**config.mk**
```make
export PLATFORM = sky130hd
export DESIGN_NAME = csm_card_state
export DESIGN_NICKNAME = d
export VERILOG_FILES = /design/src/rtl/csm_card_state.v /design/src/rtl/csm_sync.v
export VERILOG_INCLUDE_DIRS = /design/src /design/src/rtl
export SDC_FILE = /design/constraint.sdc
export NUM_CORES = 1
export LEC_CHECK = 0
export BUFFER_PORTS_ARGS = -buffer_cell sky130_fd_sc_hd__buf_2
export CORE_ASPECT_RATIO = 1.4
export CORE_UTILIZATION = 30
export CTS_CLUSTER_DIAMETER = 100
export DETAILED_ROUTE_END_ITERATION = 7
export GPL_TIMING_DRIVEN = 0
export PLACE_DENSITY = 0.44
export SLEW_MARGIN = 15
export SYNTH_ARGS = -nofsm -noshare
export SYNTH_HDL_FRONTEND = slang
export SYNTH_SLANG_ARGS = --single-unit
```
**constraint.sdc**
```tcl
create_clock -name clk_i -period 6.1 [get_ports clk_i]
set_input_delay 1.22 -clock clk_i [delete_from_list [all_inputs] [get_ports clk_i]]
set_output_delay 1.22 -clock clk_i [all_outputs]
set_load 0.02 [all_outputs]
```
**src/rtl/csm_consts.vh**
```
`ifndef CSM_CONSTS_VH
`define CSM_CONSTS_VH
// Function
// - Sleep after 5 ms without commands
// - Any command wakes card, answered normally
// - Unsupported voltage window makes card inactive
// - Inactive lasts until power cycle
// - Go-inactive command makes card inactive
// - Hold 32-bit status, send in responses
// - Status shows state and completion codes
// - Status-poll command returns current status
// - Bus widths 1, 4, 8; 1 after reset
// - Any bus clock up to class limit
// - Byte is smallest unit, blocks whole bytes
// - Block sizes published in card data register
// - Erase group size published in card data
// - Protect group in erase groups, published
// - 512-byte sectors, start address and count
// - Verify after write unless no-erase write
// - Defective bit remaps whole sector to spare
// - ECC recovery substitutes spare bits
// - Data blocks carry checked 16-bit CRC

// Timing
`define CSM_SLEEP_MS 5
`define CSM_CLK_KHZ 250000
`define CSM_SLEEP_CYC (`CSM_SLEEP_MS * `CSM_CLK_KHZ)
`define CSM_NCR 4'h2

// Command indices
`define CSM_CMD_RESET 6'h00
`define CSM_CMD_OPCOND 6'h01
`define CSM_CMD_SWITCH 6'h06
`define CSM_CMD_SELECT 6'h07
`define CSM_CMD_RDCSD 6'h09
`define CSM_CMD_STATUS 6'h0d
`define CSM_CMD_INACT 6'h0f
`define CSM_CMD_BLKLEN 6'h10
`define CSM_CMD_RD 6'h11
`define CSM_CMD_SECCNT 6'h17
`define CSM_CMD_WR 6'h18
`define CSM_CMD_WRNE 6'h3c

// Card states as reported in the status word
`define CSM_ST_IDLE 4'h0
`define CSM_ST_READY 4'h1
`define CSM_ST_TRAN 4'h4
`define CSM_ST_DATA 4'h5
`define CSM_ST_RCV 4'h6
`define CSM_ST_PRG 4'h7

// Status word bit positions
`define CSM_SB_OOR 31
`define CSM_SB_BLKLEN 29
`define CSM_SB_CRC 23
`define CSM_SB_ILL 22
`define CSM_SB_ERR 19
`define CSM_SB_RDY 8
`define CSM_SB_SWERR 7

// Sector and CRC
`define CSM_SECT_BYTES 32'h00000200
`define CSM_SECT_BITS 13'h1000
`define CSM_BLEN_CODE 4'h9
`define CSM_CRC7_POLY 7'h09
`define CSM_CRC16_POLY 16'h1021

// Card data register field positions
`define CSM_CSD_SPEED 96
`define CSM_CSD_BLEN 80
`define CSM_CSD_BPROG 79
`define CSM_CSD_ERGRP 42
`define CSM_CSD_WPGRP 32
`endif

```
**src/rtl/csm_card_state.v**
```verilog
`timescale 1ns/1ps
`include "csm_consts.vh"
// Card state, status and sleep control; command line in and out
module csm_card_state #(
  parameter SLEEP_CYC = `CSM_SLEEP_CYC,
  parameter [31:0] OCR_MASK = 32'h00ff8000,
  parameter [7:0] SPEED_CODE = 8'h32,
  parameter [4:0] ERASE_GRP = 5'h1f,
  parameter [4:0] WP_GRP = 5'h03
) (
  // Clock and reset
  input wire clk_i,
  input wire sys_rst_i,
  // Card bus pins
  input wire link_clk_i,
  input wire cmd_i,
  input wire dat0_i,
  output reg cmd_o,
  output reg cmd_oe_n_o,
  // Flash back end
  input wire op_done_i,
  input wire verify_done_i,
  input wire verify_fail_i,
  input wire ecc_fix_i,
  output reg op_req_o,
  output reg op_wr_o,
  output reg [31:0] op_addr_o,
  output reg [15:0] sec_cnt_o,
  output reg [7:0] wr_data_o,
  output reg wr_stb_o,
  output reg verify_req_o,
  output reg remap_req_o,
  output reg spare_sub_o,
  // Card state view
  output reg asleep_o,
  output reg inactive_o,
  output reg [1:0] bus_width_o,
  output reg [31:0] status_o,
  output reg blk_crc_err_o,
  output reg [127:0] card_specific_data_reg_o
);
  localparam SW = $clog2(SLEEP_CYC + 1);
  localparam [SW-1:0] SLEEP_END = SLEEP_CYC;
  localparam [1:0] D_OFF = 2'h0;
  localparam [1:0] D_START = 2'h1;
  localparam [1:0] D_BITS = 2'h2;
  localparam [1:0] D_CRC = 2'h3;

  wire link_lvl;
  wire cmd_lvl;
  wire dat_lvl;
  reg link_q;
  wire link_rise;
  wire link_fall;
  reg rx_busy;
  reg [5:0] rx_cnt;
  reg [47:0] rx_sr;
  reg cmd_done;
  reg [3:0] card_st;
  reg [31:0] flags;
  reg [135:0] rsp_sr;
  reg [7:0] rsp_len;
  reg [3:0] rsp_wait;
  reg no_erase;
  reg verifying;
  reg [1:0] dst;
  reg [12:0] dcnt;
  reg [15:0] dcrc;
  reg [15:0] dcrc_rx;
  reg [SW-1:0] idle_cnt;
  reg data_err;
  wire [5:0] idx;
  wire [31:0] arg;
  wire frame_ok;
  wire [31:0] stat_now;
  reg [31:0] ev;
  reg next_inact;
  reg [3:0] next_st;
  reg [1:0] rsp_kind;
  wire [15:0] dcrc_nx;

  // CRC-7 over the leading n bits of d
  function [6:0] crc7;
    input [119:0] d;
    input [6:0] n;
    integer i;
    reg fb;
    begin
      crc7 = 7'h00;
      for (i = 0; i < 120; i = i + 1) begin
        if (i < n) begin
          fb = d[119 - i] ^ crc7[6];
          crc7 = {crc7[5:0], 1'b0};
          if (fb) begin
            crc7 = crc7 ^ `CSM_CRC7_POLY;
          end
        end
      end
    end
  endfunction

  // Pins cross into the core clock domain
  csm_sync #(.RST_VAL(1'b0)) u_sync_clk (
    .clk_i(clk_i),
    .sys_rst_i(sys_rst_i),
    .async_i(link_clk_i),
    .level_o(link_lvl)
  );
  csm_sync #(.RST_VAL(1'b1)) u_sync_cmd (
    .clk_i(clk_i),
    .sys_rst_i(sys_rst_i),
    .async_i(cmd_i),
    .level_o(cmd_lvl)
  );
  csm_sync #(.RST_VAL(1'b1)) u_sync_dat (
    .clk_i(clk_i),
    .sys_rst_i(sys_rst_i),
    .async_i(dat0_i),
    .level_o(dat_lvl)
  );

  // No minimum bus clock: nothing waits on link edges; max rate is core/5
  always @(posedge clk_i) begin
    if (sys_rst_i) begin
      link_q <= 1'b0;
    end else begin
      link_q <= link_lvl;
    end
  end
  assign link_rise = link_lvl & ~link_q;
  assign link_fall = ~link_lvl & link_q;

  assign idx = rx_sr[45:40];
  assign arg = rx_sr[39:8];
  assign frame_ok = (crc7({rx_sr[47:8], 80'h0}, 7'd40) == rx_sr[7:1]) &&
                    rx_sr[46] && rx_sr[0];
  // Current state and pending completion codes
  assign stat_now = flags | {19'h0, card_st, (card_st == `CSM_ST_TRAN), 8'h00};
  assign dcrc_nx = {dcrc[14:0], 1'b0} ^ ((dat_lvl ^ dcrc[15]) ? `CSM_CRC16_POLY : 16'h0000);

  // Command frame receiver, sampled on bus clock rising edges
  always @(posedge clk_i) begin
    if (sys_rst_i) begin
      rx_busy <= 1'b0;
      rx_cnt <= 6'h00;
      rx_sr <= 48'h0;
      cmd_done <= 1'b0;
    end else begin
      cmd_done <= 1'b0;
      if (link_rise && !inactive_o && cmd_oe_n_o) begin
        if (rx_busy || !cmd_lvl) begin
          rx_sr <= {rx_sr[46:0], cmd_lvl};
          if (rx_cnt == 6'd47) begin
            rx_busy <= 1'b0;
            rx_cnt <= 6'h00;
            cmd_done <= 1'b1;
          end else begin
            rx_busy <= 1'b1;
            rx_cnt <= rx_cnt + 6'd1;
          end
        end
      end
    end
  end

  // Decode: completion codes and next state of one command
  always @* begin
    ev = 32'h0;
    next_inact = 1'b0;
    next_st = card_st;
    rsp_kind = 2'h1;
    if (!frame_ok) begin
      ev[`CSM_SB_CRC] = 1'b1;
      rsp_kind = 2'h0;
    end else if (idx == `CSM_CMD_RESET) begin
      next_st = `CSM_ST_IDLE;
      rsp_kind = 2'h0;
    end else if (idx == `CSM_CMD_INACT) begin
      next_inact = 1'b1;
      rsp_kind = 2'h0;
    end else if (idx == `CSM_CMD_OPCOND) begin
      if ((arg & OCR_MASK) == 32'h0) begin
        next_inact = 1'b1;
        rsp_kind = 2'h0;
      end else begin
        next_st = `CSM_ST_READY;
        rsp_kind = 2'h2;
      end
    end else if (card_st == `CSM_ST_IDLE) begin
      ev[`CSM_SB_ILL] = 1'b1;
      rsp_kind = 2'h0;
    end else if (idx == `CSM_CMD_STATUS) begin
      rsp_kind = 2'h1;
    end else if (idx == `CSM_CMD_SELECT) begin
      if (card_st == `CSM_ST_READY) begin
        next_st = `CSM_ST_TRAN;
      end
    end else if (idx == `CSM_CMD_RDCSD) begin
      rsp_kind = 2'h3;
    end else if (card_st != `CSM_ST_TRAN) begin
      ev[`CSM_SB_ILL] = 1'b1;
      rsp_kind = 2'h0;
    end else if (idx == `CSM_CMD_SWITCH) begin
      if (arg[15:8] > 8'h02) begin
        ev[`CSM_SB_SWERR] = 1'b1;
      end
    end else if (idx == `CSM_CMD_BLKLEN) begin
      if (arg != `CSM_SECT_BYTES) begin
        ev[`CSM_SB_BLKLEN] = 1'b1;
      end
    end else if (idx == `CSM_CMD_SECCNT) begin
      rsp_kind = 2'h1;
    end else if (idx == `CSM_CMD_RD) begin
      next_st = `CSM_ST_DATA;
    end else if (idx == `CSM_CMD_WR || idx == `CSM_CMD_WRNE) begin
      if (arg[8:0] != 9'h000) begin
        ev[`CSM_SB_OOR] = 1'b1;
      end else begin
        next_st = `CSM_ST_RCV;
      end
    end else begin
      ev[`CSM_SB_ILL] = 1'b1;
      rsp_kind = 2'h0;
    end
  end

  // State, status and response load; a data error set wins over clear-on-send
  always @(posedge clk_i) begin
    if (sys_rst_i) begin
      card_st <= `CSM_ST_IDLE;
      inactive_o <= 1'b0;
      flags <= 32'h0;
      bus_width_o <= 2'h0;
      rsp_sr <= {136{1'b1}};
      rsp_len <= 8'h00;
      rsp_wait <= 4'h0;
      op_req_o <= 1'b0;
      op_wr_o <= 1'b0;
      op_addr_o <= 32'h0;
      sec_cnt_o <= 16'h0001;
      no_erase <= 1'b0;
      verifying <= 1'b0;
      verify_req_o <= 1'b0;
      remap_req_o <= 1'b0;
      spare_sub_o <= 1'b0;
      status_o <= 32'h0;
    end else begin
      op_req_o <= 1'b0;
      verify_req_o <= 1'b0;
      remap_req_o <= 1'b0;
      spare_sub_o <= ecc_fix_i;
      status_o <= stat_now;
      if (cmd_done && !inactive_o) begin
        card_st <= next_st;
        inactive_o <= next_inact;
        if (rsp_kind == 2'h0) begin
          flags <= flags | ev;
        end else begin
          flags <= 32'h0;
          rsp_wait <= `CSM_NCR;
        end
        // A data error arriving with a command is kept: set beats clear
        if (data_err) begin
          flags[`CSM_SB_ERR] <= 1'b1;
        end
        // Response carries the codes of the command just handled
        if (rsp_kind == 2'h1) begin
          rsp_sr <= {2'b00, idx, stat_now | ev,
                     crc7({2'b00, idx, stat_now | ev, 80'h0}, 7'd40), 1'b1, 88'h0};
          rsp_len <= 8'd48;
        end else if (rsp_kind == 2'h2) begin
          rsp_sr <= {2'b00, 6'h3f, 1'b1, OCR_MASK[30:0], 7'h7f, 1'b1, 88'h0};
          rsp_len <= 8'd48;
        end else if (rsp_kind == 2'h3) begin
          rsp_sr <= {2'b00, 6'h3f, card_specific_data_reg_o[127:8],
                     crc7(card_specific_data_reg_o[127:8], 7'd120), 1'b1};
          rsp_len <= 8'd136;
        end
        if (frame_ok && card_st == `CSM_ST_TRAN && ev == 32'h0) begin
          if (idx == `CSM_CMD_SWITCH) begin
            bus_width_o <= arg[9:8];
          end
          if (idx == `CSM_CMD_SECCNT) begin
            sec_cnt_o <= arg[15:0];
          end
          if (idx == `CSM_CMD_RD) begin
            op_req_o <= 1'b1;
            op_wr_o <= 1'b0;
            op_addr_o <= arg;
          end
          if (idx == `CSM_CMD_WR || idx == `CSM_CMD_WRNE) begin
            op_addr_o <= arg;
            no_erase <= (idx == `CSM_CMD_WRNE);
          end
        end
      end else begin
        if (data_err) begin
          flags[`CSM_SB_ERR] <= 1'b1;
        end
        if (link_fall && rsp_len != 8'h00) begin
          if (rsp_wait != 4'h0) begin
            rsp_wait <= rsp_wait - 4'h1;
          end else begin
            rsp_sr <= {rsp_sr[134:0], 1'b1};
            rsp_len <= rsp_len - 8'h01;
          end
        end
        // Block fully received: hand the sector to the back end
        if (card_st == `CSM_ST_RCV && dst == D_OFF && !cmd_done) begin
          card_st <= `CSM_ST_PRG;
          op_req_o <= 1'b1;
          op_wr_o <= 1'b1;
        end
        if (op_done_i && card_st == `CSM_ST_DATA) begin
          card_st <= `CSM_ST_TRAN;
        end
        if (op_done_i && card_st == `CSM_ST_PRG && !verifying) begin
          if (no_erase) begin
            card_st <= `CSM_ST_TRAN;
          end else begin
            verifying <= 1'b1;
            verify_req_o <= 1'b1;
          end
        end
        if (verify_done_i && verifying) begin
          verifying <= 1'b0;
          card_st <= `CSM_ST_TRAN;
          remap_req_o <= verify_fail_i;
        end
      end
    end
  end

  // Response drive on falling bus clock edges; low enable drives the line
  always @(posedge clk_i) begin
    if (sys_rst_i) begin
      cmd_o <= 1'b1;
      cmd_oe_n_o <= 1'b1;
    end else if (link_fall) begin
      if (rsp_len != 8'h00 && rsp_wait == 4'h0) begin
        cmd_o <= rsp_sr[135];
        cmd_oe_n_o <= 1'b0;
      end else begin
        cmd_o <= 1'b1;
        cmd_oe_n_o <= 1'b1;
      end
    end
  end

  // Write data on DAT0: start bit, 512 bytes, CRC-16, end bit
  // Only the one-line layout is checked; wider buses need one lane per line
  always @(posedge clk_i) begin
    if (sys_rst_i) begin
      dst <= D_OFF;
      dcnt <= 13'h0;
      dcrc <= 16'h0;
      dcrc_rx <= 16'h0;
      wr_data_o <= 8'h00;
      wr_stb_o <= 1'b0;
      blk_crc_err_o <= 1'b0;
      data_err <= 1'b0;
    end else begin
      wr_stb_o <= 1'b0;
      blk_crc_err_o <= 1'b0;
      data_err <= 1'b0;
      if (cmd_done && next_st == `CSM_ST_RCV && card_st == `CSM_ST_TRAN) begin
        dst <= D_START;
      end else if (link_rise) begin
        case (dst)
          D_START: begin
            if (!dat_lvl) begin
              dst <= D_BITS;
              dcnt <= 13'h0;
              dcrc <= 16'h0;
            end
          end
          D_BITS: begin
            dcrc <= dcrc_nx;
            wr_data_o <= {wr_data_o[6:0], dat_lvl};
            wr_stb_o <= (dcnt[2:0] == 3'h7);
            if (dcnt == `CSM_SECT_BITS - 13'h1) begin
              dst <= D_CRC;
              dcnt <= 13'h0;
            end else begin
              dcnt <= dcnt + 13'h1;
            end
          end
          D_CRC: begin
            dcrc_rx <= {dcrc_rx[14:0], dat_lvl};
            if (dcnt == 13'h10) begin
              dst <= D_OFF;
              blk_crc_err_o <= (dcrc_rx != dcrc) || !dat_lvl;
              data_err <= (dcrc_rx != dcrc) || !dat_lvl;
            end else begin
              dcnt <= dcnt + 13'h1;
            end
          end
          default: begin
            dst <= D_OFF;
          end
        endcase
      end
    end
  end

  // Idle timer on the core clock; a start bit wakes the card at once
  always @(posedge clk_i) begin
    if (sys_rst_i) begin
      idle_cnt <= {SW{1'b0}};
      asleep_o <= 1'b0;
    end else if (rx_busy || cmd_done || op_done_i || verify_done_i) begin
      idle_cnt <= {SW{1'b0}};
      asleep_o <= 1'b0;
    end else if (card_st == `CSM_ST_PRG || card_st == `CSM_ST_DATA ||
                 card_st == `CSM_ST_RCV || rsp_len != 8'h00 || !cmd_oe_n_o) begin
      // The line is busy until the end bit has left the pin
      idle_cnt <= {SW{1'b0}};
    end else if (idle_cnt == SLEEP_END) begin
      asleep_o <= 1'b1;
    end else begin
      idle_cnt <= idle_cnt + {{(SW-1){1'b0}}, 1'b1};
    end
  end

  // Card data register: fixed 512-byte blocks, group sizes, speed class
  always @(posedge clk_i) begin
    if (sys_rst_i) begin
      card_specific_data_reg_o <= 128'h0;
      card_specific_data_reg_o[`CSM_CSD_SPEED +: 8] <= SPEED_CODE;
      card_specific_data_reg_o[`CSM_CSD_BLEN +: 4] <= `CSM_BLEN_CODE;
      card_specific_data_reg_o[`CSM_CSD_BPROG] <= 1'b0;
      card_specific_data_reg_o[`CSM_CSD_ERGRP +: 5] <= ERASE_GRP;
      card_specific_data_reg_o[`CSM_CSD_WPGRP +: 5] <= WP_GRP;
      card_specific_data_reg_o[0] <= 1'b1;
    end
  end
endmodule

```
**src/rtl/csm_sync.v**
```verilog
`timescale 1ns/1ps
// Three-stage input synchroniser with agreement filter
module csm_sync #(
  parameter RST_VAL = 1'b1
) (
  // Clock and reset
  input wire clk_i,
  input wire sys_rst_i,
  // Pin side
  input wire async_i,
  // Filtered level
  output reg level_o
);
  reg s1;
  reg s2;
  reg s3;

  // The first stage feeds only the second, keeping metastability contained
  always @(posedge clk_i) begin
    if (sys_rst_i) begin
      s1 <= RST_VAL;
      s2 <= RST_VAL;
      s3 <= RST_VAL;
      level_o <= RST_VAL;
    end else begin
      s1 <= async_i;
      s2 <= s1;
      s3 <= s2;
      if (s2 == s3) begin
        level_o <= s3;
      end
    end
  end
endmodule

```
Word-level counts from Yosys, hierarchy flattened
Index checks and enable logic that the tools add are counted.

word-level totals
  flip-flop bits (word level) = 424

operators by class
  $add $sub $neg = 5
  $lt $le $gt $ge = 1
  eq/ne operators = 48
  multiplexer cells = 1058
  bitwise logic cells = 294
  reduce and logical (&&, ||, !) cells = 76

operators by type and width
  cell                                             number
  two-way mux 7 bit                                712
  two-way mux 4 bit                                225
  two-way mux 136 bit                              6
  NOT 2 bit                                        197
  two-way mux 32 bit                               3
  two-way mux 1 bit                                85
  XOR 1 bit                                        75
  zero test 32 bit                                 2
  OR 32 bit                                        2
  two-way mux 13 bit                               4
  two-way mux 8 bit                                6
  case mux 13 bit (3 select lines)                 1
  != test 32 x 10 -> 1 bit, second input constant  1
  OR 32 x 13 -> 32 bit                             1
  case mux 16 bit (2 select lines)                 1
  AND reduction 3 bit                              10
  == test 6 x 5 -> 1 bit, second input constant    4
  two-way mux 2 bit                                12
  adder 21 x 1 -> 21 bit, second input constant    1
  == test 21 bit, second input constant            1
  == test 4 x 3 -> 1 bit, second input constant    5
  == test 6 x 4 -> 1 bit, second input constant    3
  logical AND 1 bit                                17
  two-way mux 16 bit                               1
  45 further kinds                                 107

Logic depth before layout (Yosys ltp)
  depth after elaboration = 921
  depth in mapped cells = 19

By module
A second synthesis with hierarchy kept.

unflattened totals
  cell total of the unflattened synthesis = 2049
  area total of the unflattened synthesis = 17862.1 um^2

modules (own cells, without submodules)
  module                      instances  cells each  area each (um^2)  sequential area each (um^2)
  csm_card_state              1          2019        17519.3           7307.0
  csm_sync at u_sync_cmd ...  2          10          115.1             80.1
  csm_sync at u_sync_clk      1          10          112.6             80.1

Worst setup path after synthesis
OpenSTA, ideal clock, no wires.

  kind = flip-flop to flip-flop
  start = reg rx_sr[42]
  end = reg rsp_len[5]
  arrival = 4.505 ns
  data required time = 6.029 ns
  setup slack = 1.525 ns
  stages on the path, launching flop included = 18
  buffers on the path = 3
  period minus slack after synthesis = 4.575 ns
  cells stage by stage = dfxtp_1 > buf_2 > xnor3_2 > xnor3_2 > xnor3_1 > xor3_1 > or3_1 > a21oi_4 > nand3_4 > or2_2 > ha_1 > nor2_1 > a21oi_1 > nor2_1 > clkbuf_1 > buf_1 > o21ai_0 > a21oi_1

on the way
  word-level cells in the longest chain between the ends = 38

ends and longest elaborated chain
  item                                              RTL line                                  text
  start: declaration                                csm_card_state.v:57                       reg [47:0] rx_sr;
  start signal: assignment                          csm_card_state.v:152                      rx_sr <= {rx_sr[46:0], cmd_lvl};
  XOR 1 bit                                         csm_card_state.v:92                       fb = d[119 - i] ^ crc7[6];
  two-way mux 4 bit                                 csm_card_state.v:94                       if (fb) begin
  XOR 1 bit or two-way mux 4 bit (tied branches)    csm_card_state.v:92, csm_card_state.v:94
  two-way mux 4 bit                                 csm_card_state.v:94
  two-way mux 4 bit or NOT 2 bit (tied branches)    -
  two-way mux 4 bit                                 csm_card_state.v:94
  NOT 2 bit (no line) or XOR 1 bit (tied branches)  -
  two-way mux 4 bit                                 csm_card_state.v:94
  [... 22 more ...]                                 -
  == test 7 bit                                     csm_card_state.v:135                      assign frame_ok = (crc7({rx_sr[47:8], 80'h0}, 7'd40) == rx_sr[7:1]) &&
  logical AND 1 bit                                 csm_card_state.v:135
  logical AND 1 bit                                 csm_card_state.v:136                      rx_sr[46] && rx_sr[0];
  two-way mux 2 bit *                               csm_card_state.v:172                      if (!frame_ok) begin
  == test 2 bit                                     csm_card_state.v:271                      end else if (rsp_kind == 2'h2) begin
  two-way mux 8 bit                                 csm_card_state.v:271
  two-way mux 8 bit                                 csm_card_state.v:267                      if (rsp_kind == 2'h1) begin
  two-way mux 8 bit                                 csm_card_state.v:253                      if (cmd_done && !inactive_o) begin
  end signal: assignment                            csm_card_state.v:305                      rsp_len <= rsp_len - 8'h01;
  end: declaration                                  csm_card_state.v:62                       reg [7:0] rsp_len;

Mark *: on every way between the ends. The rest lies on a longest branch, timed or not.
A chain may end at the register's enable or synchronous reset.

Worst setup path in the final report
  start = reg rx_sr[44]
  end = reg rsp_len[7]

on the way
  word-level cells in the longest chain between the ends = 41

ends and longest elaborated chain
  item                            RTL line
  XOR 1 bit                       csm_card_state.v:92
  two-way mux 4 bit (3 in a row)  csm_card_state.v:94
  NOT 2 bit (no line)             -
  two-way mux 4 bit               csm_card_state.v:94
  XOR 1 bit                       csm_card_state.v:92
  two-way mux 4 bit (3 in a row)  csm_card_state.v:94
  NOT 2 bit (no line)             -
  two-way mux 4 bit               csm_card_state.v:94
  [... 21 more ...]               -
  == test 7 bit                   csm_card_state.v:135
  logical AND 1 bit               csm_card_state.v:135
  logical AND 1 bit               csm_card_state.v:136
  two-way mux 2 bit *             csm_card_state.v:172
  == test 2 bit                   csm_card_state.v:271
  two-way mux 8 bit               csm_card_state.v:271
  two-way mux 8 bit               csm_card_state.v:267
  two-way mux 8 bit               csm_card_state.v:253

Marked as above.

==> impl_metrics.toml <==
[clock_network]
inserted_clock_buffers = 41
clock-sinks = 377
ctsResizeCount = 0
ctsRootBufferMaster = "clkbuf_16"
cts_tree = "built"
clkTransAtPathRegs_ns = 0.06
cts_max_level = 2
cts.repair_timing.setup_buffer_count = 0
clock_network_latency_to_the_later_pin_of_the_worst_skew_pair_ns = 0.57
ctsLongestPathBuffers = 3
cts.hold.buffers_added = 0

[sta]
timing.final.hold_violations = 0
finalCritPeriodShare_pct = 91.5
fin_hold_ws_ns = 0.407
timing_max_transition_violations_final = 0
setup_tns_ns = 0
worst_clock_skew_ns = 0.0378
timing.max_slew.rel_slack_pct = 30.7
highest_achievable_clock_rate_ghz = 0.179
setup_repair_after_global_routing_missed_its_margin = "false"
final_period_minus_worst_setup_slack_ns = 5.58
max_slew.worst_pin.slew_ns = 1.03
setup_viol_count_final = 0

[floorplanning]
i_o_pins = 238
floorplan.initialDensity_pct = 30.3
floorplan.die_area_mm2 = 0.0614
dieHeight_um = 293
num_rows = 106
core_area_mm2 = 0.0597
dieWidth_um = 210

[grt]
groute.usage.overall_pct = 16.5
pin_count_of_the_biggest_net_entering_global_routing = 13
grt_first_pass_wirelength_um = 79500
antenna_found_initial = 0
via_count_of_the_first_global_routing_pass = 13876
grt_overflow = 0

[synthesis]
synth_enable_flop_cells = 0
fraction_of_registers_with_async_set_reset_pct = 0
post_synthesis_mux_area_share_pct = 4.56
synth_area_mm2 = 0.0181
seq_area_frac_synth_pct = 41.7
ys_ff_latch = 377
synth_top_family_by_area = "simple AND/OR/NAND/NOR gates"
yosysUniqueCellTypes = 75
yosys_warnings = 0
synth_compound_area_share_pct = 14.0
avgSynthCellArea_um2 = 9.04
synth-adder-area-share_pct = 1.24
post_synthesis_share_of_cell_area_spent_on_xor_and_xnor_gates_pct = 9.50
synth_simple_gate_area_share_pct = 19.1
synthCells = 2004
postSynth.topFlopCell = "dfxtp_1"

[detailed_routing]
postRouteAntennaNets = 0
vias_per_cell = 4.71
detailedRoute.firstIterationViolations = 709
drt_wl_total_um = 51600
detailroute.via_count = 14432
route.detailed.wl_per_inst_um = 16.9
detailed_route_drc_error_count = 0
detail_route.first_pass.iterations = 4

[finish]
fraction_of_layout_instances_using_a_drive_strength_above_1_pct = 14.8
layout.cells.most_common_list = "dfxtp_1 (377), nor2_1 (205), nand2_1 (160), buf_4 (156), conb_1 (149)"
antenna_cells_inserted = 0
final_non_filler_cell_area_mm2 = 0.0213
net_count_final = 2309
final_common_cell = "dfxtp_1"
layout-area-overhead-vs-synth_pct = 17.7

[pwr]
power_per_cell_area_mw_per_mm2 = 238
p_leak_nw = 8.57
worst_vdd_drop_v = 0.000163

[setup_path]
end_kind = "flip-flop"
critPathMostFrequentCell = "xnor3_1"
crit_fanout = 10
timing_worst_setup_path_type = "flip-flop to flip-flop"
arrival_ns = 6.07
worst_setup_start_kind = "flip-flop"
crit_chain = "buf_2, xnor2_2, xnor3_1, xnor3_1, xor2_1, xnor3_1, mux2i_4, nand3_4, or2_2, ha_1, nor2_1, a21oi_1, nor2_1, clkbuf_1, clkbuf_2, a21oi_1, nor3_1"
cpMaxStageDelayCell = "xnor3_1"
cpPeakStageDelay_ns = 0.50
critical_path_required_ns = 6.59

[status]
outcome = "finished clean"

[place]
place_congestion = 0.829
placement.io_buffers = 87
post-dp-hpwl_um = 38500
place_area_mm2 = 0.0201

[worst_hold_path]
holdCritPathClass = "flip-flop to flip-flop"

[run]
maxCapViolations = 0
[critical path, delay by kind of cell (launching register included)]
family | cells | cell delay (ns)
multiplexers | 1 | 0.38
AO/OA/AOI/OAI | 2 | 0.28
XOR/XNOR | 5 | 1.90
flip-flops | 1 | 0.29
adder cells (fa/ha/maj) | 1 | 0.25
buffers and inverters | 3 | 1.05
AND/OR/NAND/NOR | 5 | 1.34
[state kept, by name, summed over array words and instances (netlist names), 11 cells and up]
register,cells
rsp_sr,136
rx_sr,48
op_addr_o,32
idle_cnt,21
dcrc,16
dcrc_rx,16
sec_cnt_o,16
dcnt,13
status_o,11
[stage by stage]
stage	setup slack, ns	power [mW]	utilization, %	instances
after floorplan	1.52	2.71	-	2151
after global placement	0.140	2.75	33.6	2994
after detailed placement	0.0912	2.75	33.6	2995
after CTS	0.0775	5.15	35.7	3063
after global routing	0.127	5.26	35.7	3063
final	0.519	5.07	35.7	3063
[cell type report]
class | count | area (µm²)
Timing Repair Buffer | 88 | 443
Buffer | 299 | 1710
Tap cell | 756 | 946
Multi-Input combinational cell | 1456 | 9350
Sequential cell | 377 | 7550
Clock buffer | 60 | 1190
Inverter | 19 | 71.3
Fill cell | 6232 | 38400
Clock inverter | 8 | 53.8
[per-layer routing]
metal / routed length [µm] / global-route usage, %
met5: 0 / 0
met4: 2100 / 7.03
met3: 1790 / 2.44
met2: 26900 / 30.9
met1: 20900 / 18.4
[power by group]
part | leakage (nW) | internal [mW] | switching (mW)
sequential | 3.04 | 2.47 | 0.00163
clock | 0.611 | 1.34 | 1.03
combinational | 4.92 | 0.0769 | 0.155
[final timing paths]
path	startpoint	depth (start not counted)	endpoint	slack, ns
worst max-delay path	rx_sr[44]	17	rsp_len[7]	0.52
worst min-delay path	u_sync_cmd.s1	1	u_sync_cmd.s2	0.41
worst max register to register	rx_sr[44]	17	rsp_len[7]	0.52
worst min register to register	u_sync_cmd.s1	1	u_sync_cmd.s2	0.41
[cells by family (layout without fill, tap and decap cells)]
group | count (synthesis) | count (layout)
adder cells (fa/ha/maj) | 18 | 18
XOR/XNOR | 144 | 144
buffers and inverters | 318 | 474
AO/OA/AOI/OAI | 369 | 369
multiplexers | 81 | 81
AND/OR/NAND/NOR | 695 | 695
other | 2 | 149
flip-flops | 377 | 377
[cells in the mapped netlist, types with 4 or more instances]
library cell	n	area, µm²
xnor2_1	64	561
buf_1	6	22.5
and3_1	112	701
xor3_1	4	95.1
a211o_1	119	1040
or2_2	11	68.8
nor2b_1	24	150
or3b_1	8	70.1
nand2b_1	24	150
dfxtp_1	377	7550
a211oi_1	10	75.1
clkbuf_1	131	492
nor2_1	205	769
mux2i_1	78	781
or3_1	13	81.3
or4_1	5	37.5
a21oi_1	119	596
o21ai_0	53	265
nor3b_1	8	60.1
ha_1	18	225
o211ai_1	4	30.0
a221oi_1	8	70.1
nor4_1	14	87.6
buf_2	7	35.0
buf_4	155	1160
nand4_1	15	93.8
xor2_1	45	394
nand3_1	42	210
o21bai_1	16	120
nand2_1	160	601
a31oi_1	5	31.3
nor3_1	28	140
xnor3_1	23	518
inv_1	19	71.3
a41oi_1	6	52.6
nor4b_1	5	43.8
Note: power is estimated with default switching activity, not from simulation.
